--- config.mk ---
export PLATFORM = sky130hd
export DESIGN_NAME = ttc_tracker
export DESIGN_NICKNAME = d
export VERILOG_FILES = /design/src/hdl/ttc_tracker.v /design/src/hdl/ttc_wake_detect.v
export VERILOG_INCLUDE_DIRS = /design/src /design/src/hdl
export SDC_FILE = /design/constraint.sdc
export NUM_CORES = 1
export LEC_CHECK = 0
export BUFFER_PORTS_ARGS = -buffer_cell sky130_fd_sc_hd__buf_2
export CAP_MARGIN = 25
export CORE_UTILIZATION = 53
export DETAILED_ROUTE_END_ITERATION = 7
export PLACE_DENSITY = 0.78
export SYNTH_ARGS = -nofsm -noshare
export SYNTH_HDL_FRONTEND = slang
export SYNTH_SLANG_ARGS = --single-unit
--- constraint.sdc ---
create_clock -name clk -period 5.4 [get_ports clk]
set_clock_uncertainty 0.15 [all_clocks]
set_input_delay 0.54 -clock clk [delete_from_list [all_inputs] [get_ports clk]]
set_output_delay 0.54 -clock clk [all_outputs]
set_load 0.05 [all_outputs]
--- src/hdl/ttc_defs.vh ---
`ifndef TTC_DEFS_VH
`define TTC_DEFS_VH

// ----------------------------------------------------------------
// register map (byte addresses on the serial register space)
// ----------------------------------------------------------------
`define TTC_ADDR_POS_UPPER   8'h36
`define TTC_ADDR_POS_LOWER   8'h38
`define TTC_ADDR_W           8

// ----------------------------------------------------------------
// field layout of the position words
// ----------------------------------------------------------------
`define TTC_PART_W           12
`define TTC_TOTAL_W          24
`define TTC_WORD_W           16
`define TTC_UPPER_OVF_BIT    15
`define TTC_UPPER_WARN_BIT   14

// ----------------------------------------------------------------
// start-up selection codes
// ----------------------------------------------------------------
`define TTC_INIT_ZERO        2'h0
`define TTC_INIT_ANGLE       2'h1

// ----------------------------------------------------------------
// revolution limits, one lsb = 360/4096 degree of the total
// ----------------------------------------------------------------
`define TTC_TURNS_MAX_45     12'h7FF
`define TTC_TURNS_MIN_45     12'h800
`define TTC_TURNS_MAX_180    12'h1FF
`define TTC_TURNS_MIN_180    12'hE00
`define TTC_DELTA_WARN       12'h600
`define TTC_ANGLE_FULL       12'hFFF

// ----------------------------------------------------------------
// reset values and timing
// ----------------------------------------------------------------
`define TTC_TOTAL_RST        24'h000000
`define TTC_WORD_RST         16'h0000
`define TTC_SLEEP_CNT_W      16
`define TTC_LFO_DIV          16'h0064
`define TTC_HYS_SHIFT        2

`endif

--- src/hdl/ttc_tracker.v ---
`timescale 1ns/1ps
`include "ttc_defs.vh"

// How it works
// - wake input forces sleep to wake
// - wake threshold and hysteresis from settings
// - low power uses low-power angle path
// - source select 1 uses full-power path outside low power
// - source select 0 uses only low-power path
// - leaving low power returns to full path if source select is 1
// - total is 12-bit angle plus turns
// - upper word read freezes lower word
// - upper at 0x36, lower at 0x38
// - negative totals in two's complement
// - start value chosen by start-up field
// - turns output is total's upper bits
// - 45-degree mode saturates 2047 / -2048
// - 180-degree mode saturates 511 / -512
// - sticky overflow until reset command
// - periodic low power samples add deltas
// - delta of 180 deg or more reverses
// - delta above 135 deg sets warning
// - sleep ends on timer or wake input
// - counter cleared by special command
module ttc_tracker
#(
  parameter LFO_DIV = `TTC_LFO_DIV
)
(
  // clock and reset
  input  wire                       clk,
  input  wire                       rstn,
  // angle paths
  input  wire [`TTC_PART_W-1:0]     fp_angle,
  input  wire                       fp_angle_valid,
  input  wire [`TTC_PART_W-1:0]     lp_angle,
  input  wire                       lp_angle_valid,
  // power state
  input  wire                       low_power_mode,
  input  wire                       sleep_request,
  input  wire [7:0]                 wake_level,
  // nonvolatile settings
  input  wire [7:0]                 wakeup_input_threshold,
  input  wire [1:0]                 wakeup_input_hysteresis,
  input  wire                       count_source_select,
  input  wire [1:0]                 turns_init,
  input  wire                       mode_180,
  input  wire [`TTC_SLEEP_CNT_W-1:0] sleep_period_length,
  // control register special command
  input  wire                       counter_reset_cmd,
  // register read port
  input  wire                       rd_strobe,
  input  wire [`TTC_ADDR_W-1:0]     rd_addr,
  output reg  [`TTC_WORD_W-1:0]     rd_data_ff,
  output reg                        rd_valid_ff,
  // status
  output reg  [`TTC_PART_W-1:0]     turns_count_ff,
  output reg                        overflow_flag_ff,
  output reg                        warning_flag_ff,
  output reg                        sleeping_ff,
  output reg                        lp_sample_req_ff
);

  localparam ST_WAKE  = 1'b0;
  localparam ST_SLEEP = 1'b1;

  // ----------------------------------------------------------------
  // helpers
  // ----------------------------------------------------------------
  // wrap-around difference; a 12-bit two's complement result turns any
  // step of half a turn or more into a step the other way
  function [`TTC_PART_W-1:0] ang_delta;
    input [`TTC_PART_W-1:0] cur;
    input [`TTC_PART_W-1:0] prev;
    begin
      ang_delta = cur - prev;
    end
  endfunction

  function [`TTC_PART_W-1:0] mag12;
    input [`TTC_PART_W-1:0] v;
    begin
      mag12 = v[`TTC_PART_W-1] ? (~v + 12'h001) : v;
    end
  endfunction

  // ----------------------------------------------------------------
  // state
  // ----------------------------------------------------------------
  reg  [`TTC_TOTAL_W-1:0]      total_ff;
  reg  [`TTC_TOTAL_W-1:0]      nxt_total;
  reg  [`TTC_PART_W-1:0]       prev_angle_ff;
  reg  [`TTC_PART_W-1:0]       nxt_prev_angle;
  reg                          started_ff;
  reg                          nxt_started;
  reg  [`TTC_PART_W-1:0]       lower_lock_ff;
  reg  [`TTC_PART_W-1:0]       nxt_lower_lock;
  reg                          nxt_overflow;
  reg                          nxt_warning;
  reg  [15:0]                  lfo_div_ff;
  reg                          lfo_tick_ff;
  reg  [`TTC_SLEEP_CNT_W-1:0]  sleep_cnt_ff;
  reg  [`TTC_SLEEP_CNT_W-1:0]  nxt_sleep_cnt;
  reg                          state_ff;
  reg                          nxt_state;
  reg                          nxt_lp_req;
  wire                         wake_active;

  // ----------------------------------------------------------------
  // wake input comparator
  // ----------------------------------------------------------------
  ttc_wake_detect u_wake
  (
    .clk                     (clk),
    .rstn                    (rstn),
    .wake_level              (wake_level),
    .wakeup_input_threshold  (wakeup_input_threshold),
    .wakeup_input_hysteresis (wakeup_input_hysteresis),
    .wake_active_ff          (wake_active)
  );

  // ----------------------------------------------------------------
  // low frequency tick divider
  // ----------------------------------------------------------------
  always @(posedge clk or negedge rstn)
  begin
    if (!rstn)
    begin
      lfo_div_ff  <= 16'h0000;
      lfo_tick_ff <= 1'b0;
    end
    else if (lfo_div_ff >= LFO_DIV[15:0] - 16'h0001)
    begin
      lfo_div_ff  <= 16'h0000;
      lfo_tick_ff <= 1'b1;
    end
    else
    begin
      lfo_div_ff  <= lfo_div_ff + 16'h0001;
      lfo_tick_ff <= 1'b0;
    end
  end

  // ----------------------------------------------------------------
  // sleep / wake sequencing inside low power mode
  // ----------------------------------------------------------------
  always @*
  begin
    nxt_state     = state_ff;
    nxt_sleep_cnt = sleep_cnt_ff;
    nxt_lp_req    = 1'b0;
    case (state_ff)
      ST_WAKE:
      begin
        nxt_sleep_cnt = {`TTC_SLEEP_CNT_W{1'b0}};
        // the wake input holds the sensor awake
        if (low_power_mode && sleep_request && !wake_active)
          nxt_state = ST_SLEEP;
      end
      ST_SLEEP:
      begin
        if (lfo_tick_ff)
          nxt_sleep_cnt = sleep_cnt_ff + 1'b1;
        if (!low_power_mode || wake_active)
        begin
          nxt_state  = ST_WAKE;
          nxt_lp_req = low_power_mode;
        end
        else if (lfo_tick_ff &&
                 nxt_sleep_cnt >= sleep_period_length)
        begin
          nxt_state  = ST_WAKE;
          nxt_lp_req = 1'b1;
        end
      end
      default:
      begin
        nxt_state = ST_WAKE;
      end
    endcase
  end

  always @(posedge clk or negedge rstn)
  begin
    if (!rstn)
    begin
      state_ff         <= ST_WAKE;
      sleep_cnt_ff     <= {`TTC_SLEEP_CNT_W{1'b0}};
      sleeping_ff      <= 1'b0;
      lp_sample_req_ff <= 1'b0;
    end
    else
    begin
      state_ff         <= nxt_state;
      sleep_cnt_ff     <= nxt_sleep_cnt;
      sleeping_ff      <= (nxt_state == ST_SLEEP);
      lp_sample_req_ff <= nxt_lp_req;
    end
  end

  // ----------------------------------------------------------------
  // angle source selection and accumulation
  // ----------------------------------------------------------------
  reg                      use_fp;
  reg                      src_valid;
  reg  [`TTC_PART_W-1:0]   src_angle;
  reg  [`TTC_PART_W-1:0]   delta;
  reg  [`TTC_TOTAL_W:0]    sum;
  reg  [`TTC_PART_W:0]     sum_turns;
  reg  [`TTC_PART_W-1:0]   t_max;
  reg  [`TTC_PART_W-1:0]   t_min;
  reg                      over_hi;
  reg                      over_lo;
  reg                      set_ovf;
  reg                      set_warn;

  always @*
  begin
    // low power always counts on the low-power path; back in full
    // power the accurate path takes over when the setting allows
    use_fp = !low_power_mode && count_source_select;
    src_valid = use_fp ? fp_angle_valid : lp_angle_valid;
    src_angle = use_fp ? fp_angle : lp_angle;
    t_max = mode_180 ? `TTC_TURNS_MAX_180 : `TTC_TURNS_MAX_45;
    t_min = mode_180 ? `TTC_TURNS_MIN_180 : `TTC_TURNS_MIN_45;
    delta = ang_delta(src_angle, prev_angle_ff);
    // sign-extended add keeps negative totals in two's complement
    sum = {total_ff[`TTC_TOTAL_W-1], total_ff} +
          {{(`TTC_TOTAL_W-`TTC_PART_W+1){delta[`TTC_PART_W-1]}},
           delta};
    sum_turns = sum[`TTC_TOTAL_W:`TTC_PART_W];
    over_hi = !sum_turns[`TTC_PART_W] &&
              ($signed(sum_turns) >
               $signed({t_max[`TTC_PART_W-1], t_max}));
    over_lo = sum_turns[`TTC_PART_W] &&
              ($signed(sum_turns) <
               $signed({t_min[`TTC_PART_W-1], t_min}));
    set_ovf  = 1'b0;
    set_warn = 1'b0;
    nxt_total      = total_ff;
    nxt_prev_angle = prev_angle_ff;
    nxt_started    = started_ff;
    if (counter_reset_cmd)
    begin
      nxt_total = `TTC_TOTAL_RST;
      if (src_valid)
        nxt_prev_angle = src_angle;
    end
    else if (src_valid && !started_ff)
    begin
      nxt_started    = 1'b1;
      nxt_prev_angle = src_angle;
      if (turns_init == `TTC_INIT_ZERO)
        nxt_total = `TTC_TOTAL_RST;
      else
        nxt_total = {{(`TTC_TOTAL_W-`TTC_PART_W){1'b0}}, src_angle};
    end
    else if (src_valid)
    begin
      nxt_prev_angle = src_angle;
      set_warn = (mag12(delta) > `TTC_DELTA_WARN);
      // one lsb of the total is one angle step of 360/4096 degree
      if (over_hi)
      begin
        nxt_total = {t_max, `TTC_ANGLE_FULL};
        set_ovf   = 1'b1;
      end
      else if (over_lo)
      begin
        nxt_total = {t_min, {`TTC_PART_W{1'b0}}};
        set_ovf   = 1'b1;
      end
      else
      begin
        nxt_total = sum[`TTC_TOTAL_W-1:0];
      end
    end
    // the reset command clears both flags; neither can be raised in its cycle
    nxt_overflow = set_ovf ||
                   (overflow_flag_ff && !counter_reset_cmd);
    nxt_warning  = set_warn ||
                   (warning_flag_ff && !counter_reset_cmd);
  end

  always @(posedge clk or negedge rstn)
  begin
    if (!rstn)
    begin
      total_ff         <= `TTC_TOTAL_RST;
      prev_angle_ff    <= {`TTC_PART_W{1'b0}};
      started_ff       <= 1'b0;
      overflow_flag_ff <= 1'b0;
      warning_flag_ff  <= 1'b0;
      turns_count_ff   <= {`TTC_PART_W{1'b0}};
    end
    else
    begin
      total_ff         <= nxt_total;
      prev_angle_ff    <= nxt_prev_angle;
      started_ff       <= nxt_started;
      overflow_flag_ff <= nxt_overflow;
      warning_flag_ff  <= nxt_warning;
      turns_count_ff   <= nxt_total[`TTC_TOTAL_W-1:`TTC_PART_W];
    end
  end

  // ----------------------------------------------------------------
  // register reads with upper-then-lower coherence
  // ----------------------------------------------------------------
  reg  [`TTC_WORD_W-1:0] nxt_rd_data;

  always @*
  begin
    nxt_lower_lock = lower_lock_ff;
    nxt_rd_data    = `TTC_WORD_RST;
    if (rd_strobe)
    begin
      case (rd_addr)
        `TTC_ADDR_POS_UPPER:
        begin
          nxt_rd_data = {overflow_flag_ff, warning_flag_ff, 2'h0,
                         total_ff[`TTC_TOTAL_W-1:`TTC_PART_W]};
          // the lower half is frozen from the same sample
          nxt_lower_lock = total_ff[`TTC_PART_W-1:0];
        end
        `TTC_ADDR_POS_LOWER:
        begin
          nxt_rd_data = {4'h0, lower_lock_ff};
        end
        default:
        begin
          nxt_rd_data = `TTC_WORD_RST;
        end
      endcase
    end
  end

  always @(posedge clk or negedge rstn)
  begin
    if (!rstn)
    begin
      lower_lock_ff <= {`TTC_PART_W{1'b0}};
      rd_data_ff    <= `TTC_WORD_RST;
      rd_valid_ff   <= 1'b0;
    end
    else
    begin
      lower_lock_ff <= nxt_lower_lock;
      rd_data_ff    <= nxt_rd_data;
      rd_valid_ff   <= rd_strobe;
    end
  end

endmodule

--- src/hdl/ttc_wake_detect.v ---
`timescale 1ns/1ps
`include "ttc_defs.vh"

// comparator with programmable hysteresis on the sampled wake input
module ttc_wake_detect
(
  // clock and reset
  input  wire       clk,
  input  wire       rstn,
  // sampled wake input level and settings
  input  wire [7:0] wake_level,
  input  wire [7:0] wakeup_input_threshold,
  input  wire [1:0] wakeup_input_hysteresis,
  // result
  output reg        wake_active_ff
);

  reg  [9:0] hys_span;
  reg        nxt_wake_active;

  always @*
  begin
    hys_span = {6'h00, wakeup_input_hysteresis, 2'h0};
    nxt_wake_active = wake_active_ff;
    // releasing below threshold minus span keeps a slow edge from chattering
    if (!wake_active_ff)
    begin
      if ({2'h0, wake_level} >= {2'h0, wakeup_input_threshold})
        nxt_wake_active = 1'b1;
    end
    else if ({2'h0, wake_level} + hys_span <
             {2'h0, wakeup_input_threshold})
    begin
      nxt_wake_active = 1'b0;
    end
  end

  always @(posedge clk or negedge rstn)
  begin
    if (!rstn)
      wake_active_ff <= 1'b0;
    else
      wake_active_ff <= nxt_wake_active;
  end

endmodule

==> run metrics <==
CP max stage cell=sky130_fd_sc_hd__or4_4; number of iterations in the first detailed-routing pass=6; unique cell type count in the Yosys netlist=83; clock root buffer=sky130_fd_sc_hd__clkbuf_16; H-tree lvl count=3; worst endpoint required time=5490 ps; Post-layout nets=approximately 1300; global-route congestion overflow total=0; Sink Count=102; outcome=finished with violations; CTS tree=yes; number of synthesized register bits=roughly 100; count of buffering cells on the critical path with inverters included=5; antenna violations before repair=1; post-layout instance area=~10000 sq um; final antenna-violating net count=0; biggest fanout along the worst timing path=8; EDFF count, synth=0; vertical die dimension=123 um; worst-skew pair later-pin latency=~350 ps; Data arrival, critical path=about 6000 ps; Crit Path Class=in -> reg; dominant synthesized flop cell=sky130_fd_sc_hd__dfrtp_1; deepest clock path buffer count=2; largest cells by area after synthesis=sky130_fd_sc_hd__dfrtp_1 33%, sky130_fd_sc_hd__ha_1 13%, sky130_fd_sc_hd__mux2_2 4.5%; minimum period implied by the final worst setup slack=between 5000 and 6000 ps; signed area change from the synthesized netlist to the final layout=35.7%; die area=approximately 15000 sq um; via count=7404; setup repair after global routing missed its margin=yes; fraction of synthesized cell area taken by the top area cell type=around 33%; wire length of the first global-routing pass=34900 um; clock slew at reported path FFs=approximately 80 ps; post-layout worst setup margin=-556 ps; top cell family by delay on the critical path=compound AO/OA/AOI/OAI gates; post-detailed-route wirelength per cell=18.1 um; setup violation total in the final timing report=24; final clock period utilization by the worst path=110%; number of clock buffers inserted by TritonCTS=9; type of element capturing the critical path=flop; ratio of cells with drive above 1 in the final layout=a little under two fifths; number of hold buffers added after CTS=0; site row count=43; PD cells=around 530 nW/um^2; Slew HR=approximately 43%; routed via count divided by cell count=roughly 5.8; most instantiated cells after synthesis=102 x sky130_fd_sc_hd__dfrtp_1, 78 x sky130_fd_sc_hd__ha_1, 62 x sky130_fd_sc_hd__a21oi_1, 57 x sky130_fd_sc_hd__inv_1, 54 x sky130_fd_sc_hd__nor2_1; Gate Count Post-Synth=slightly above 800; FFs w/ async S/R, synth=100%; post-route setup TNS=-11200 ps; Total Routed Length=23200 um; class of the worst hold path=in -> async; Peak Freq=approximately 170 MHz; number of pins exceeding their max-slew limit in the final report=0; post-synth top area cell=sky130_fd_sc_hd__dfrtp_1; slew of the pin with the lowest slew margin=between 800 and 900 ps; Netlist Area Pre-Place=approximately 7700 sq um; DP Area=9530 sq um; initial standard-cell utilization of the core=54.9%; top-count cell post-synth=sky130_fd_sc_hd__dfrtp_1; final routed DRC violation total=0; via count of the first global-routing pass=~7200; number of port buffers=between 100 and 150; Post-Syn Area per Cell=between 9 and 10 sq um; delay contributed by the slowest stage of the critical path=roughly 460 ps; launching element type of the critical path=input port; weighted congestion reported at the end of routability-driven placement=a little over 0.9; top-level I/O count=~110; final count of hold timing violations=2; largest net degree at the start of global routing=62; Peak supply drop=326 uV; total routing usage reported by global routing=a little under a third; Core Region=between 10000 and 15000 sq um; die span in x=123 um; part of the Yosys area used for sequential elements=between 30% and 40%; violation count after the first detailed-route iteration=approximately 630; post-place setup slack=-1070 ps; Max Cap Viol=0; violated checks=negative hold slack, negative setup slack; detailed placement HPWL=~16000 um; number of warning messages in the yosys log=0; leakage power of the design=0.00522 uW; hold_ws=-3.34 ps
==> final timing paths <==
check                                  start          endpoint  slack [ps]  cells past startpoint
max                           low_power_mode      total_ff[22]        -560                     26
min                                     rstn  sleep_cnt_ff[11]          -3                      1
max reg2reg                ang_delta.prev[0]      total_ff[22]        -120                     26
min reg2reg                    lfo_div_ff[0]     lfo_div_ff[0]         340                      1
max in group asynchronous               rstn     rd_data_ff[5]        3910                      2
min in group clk                   rd_strobe       rd_valid_ff         170                      1
==> layout make-up <==
type | instances | area, sq um
Timing Repair Buffer | 286 | 1930
Multi-Input combinational cell | 637 | 5230
Sequential cell | 102 | 2550
Antenna cell | 1 | 2.50
Clock buffer | 9 | 225
Clock inverter | 7 | 81.3
Inverter | 57 | 214
Fill cell | 940 | 3580
Tap cell | 180 | 225
==> layout by cell type (no fill, tap or decap), types with 8 or more instances in the layout <==
cell	instances
sky130_fd_sc_hd__nor3_1	21
sky130_fd_sc_hd__ha_4	18
sky130_fd_sc_hd__nand3_1	16
sky130_fd_sc_hd__inv_1	55
sky130_fd_sc_hd__xnor2_1	24
sky130_fd_sc_hd__a21o_1	20
sky130_fd_sc_hd__o21ai_1	15
sky130_fd_sc_hd__a21oi_1	55
sky130_fd_sc_hd__nand4_1	11
sky130_fd_sc_hd__and3_1	10
sky130_fd_sc_hd__xor2_1	21
sky130_fd_sc_hd__ha_1	57
sky130_fd_sc_hd__buf_4	175
sky130_fd_sc_hd__conb_1	11
sky130_fd_sc_hd__clkbuf_16	10
sky130_fd_sc_hd__dfrtp_1	102
sky130_fd_sc_hd__o21a_1	9
sky130_fd_sc_hd__nand2b_1	8
sky130_fd_sc_hd__o21ai_0	28
sky130_fd_sc_hd__and2_1	19
sky130_fd_sc_hd__mux2_2	28
sky130_fd_sc_hd__buf_2	105
sky130_fd_sc_hd__a22o_1	12
sky130_fd_sc_hd__nand2_1	37
sky130_fd_sc_hd__nor2b_1	13
sky130_fd_sc_hd__nor2_1	54
==> per-layer routing <==
metal | wire length [um] | share of wire (%) | GRT usage [%]
met5 | 0 | 0 | 0
met4 | 829 | 3.6 | 11.4
met3 | 1630 | 7.0 | 5.30
met2 | 11100 | 48 | 51.8
met1 | 9610 | 42 | 37.7
==> worst register-to-register path: stages, from the launching register on <==
cell	delay [ps]
sky130_fd_sc_hd__dfrtp_1	400
sky130_fd_sc_hd__ha_2	180
sky130_fd_sc_hd__buf_4	130
sky130_fd_sc_hd__fa_2	390
sky130_fd_sc_hd__nor2b_4	130
sky130_fd_sc_hd__o31a_1	200
sky130_fd_sc_hd__o31ai_2	90
sky130_fd_sc_hd__buf_4	150
sky130_fd_sc_hd__a21oi_1	190
sky130_fd_sc_hd__buf_4	150
sky130_fd_sc_hd__xnor2_1	100
sky130_fd_sc_hd__ha_1	240
sky130_fd_sc_hd__a21oi_2	260
sky130_fd_sc_hd__o21ai_4	100
sky130_fd_sc_hd__a31o_4	240
sky130_fd_sc_hd__nor4_4	150
sky130_fd_sc_hd__o21bai_1	110
sky130_fd_sc_hd__a21oi_1	160
sky130_fd_sc_hd__xnor2_1	130
sky130_fd_sc_hd__ha_1	330
sky130_fd_sc_hd__buf_4	110
sky130_fd_sc_hd__inv_1	30
sky130_fd_sc_hd__a21o_2	210
sky130_fd_sc_hd__o31ai_1	410
sky130_fd_sc_hd__a31oi_4	120
sky130_fd_sc_hd__a211o_1	310
sky130_fd_sc_hd__a32o_1	250
==> what timing repair did <==
action                     in CTS  in global routing
gates resized for setup        32                 38
setup buffers                  13                  7
pin swaps                      18                 11
setup endpoints to repair      24                 24
gates cloned                    1                  2
==> cell families (layout without fill, tap and decap cells) <==
logic type / Yosys count / in the layout / synth area share, %
buffers and inverters: 96 / 359 / 6.41
adder cells (fa/ha/maj): 81 / 81 / 13.4
AND/OR/NAND/NOR: 229 / 231 / 15.6
XOR/XNOR: 45 / 45 / 5.11
multiplexers: 35 / 35 / 5.05
other: 1 / 12 / 0.0486
flip-flops: 102 / 102 / 33.1
AO/OA/AOI/OAI: 234 / 234 / 21.3
==> where the power goes <==
group	leakage, uW	total [uW]	switching, uW	internal [uW]
logic	0.00373	3800	1960	1840
registers	0.00133	1030	164	869
clock network	0.000152	661	327	334
total	0.00522	5500	2450	3050
==> per-stage QoR <==
| step | utilization (%) | power [uW] | std cells | hold slack, ps |
|---|---|---|---|---|
| after CTS | 72.3 | 5170 | 1268 | 12.1 |
| after global placement | 67.9 | 4210 | 1238 | 293 |
| after floorplan | - | 3000 | 833 | 94.4 |
| after global routing | 74.5 | 5820 | 1278 | 32.6 |
| after detailed placement | 67.9 | 4270 | 1238 | 311 |
| final | 74.5 | 5500 | 1279 | -3.34 |
==> sequential cells by signal, summed over array words and instances (netlist names) <==
register	cells
ang_delta.prev	12
lfo_div_ff	16
lfo_tick_ff	1
lower_lock_ff	12
lp_sample_req_ff	1
overflow_flag_ff	1
rd_data_ff	14
rd_valid_ff	1
sleep_cnt_ff	16
started_ff	1
state_ff	1
total_ff	24
u_wake.wake_active_ff	1
warning_flag_ff	1
Power figures use the tool's default switching activity.
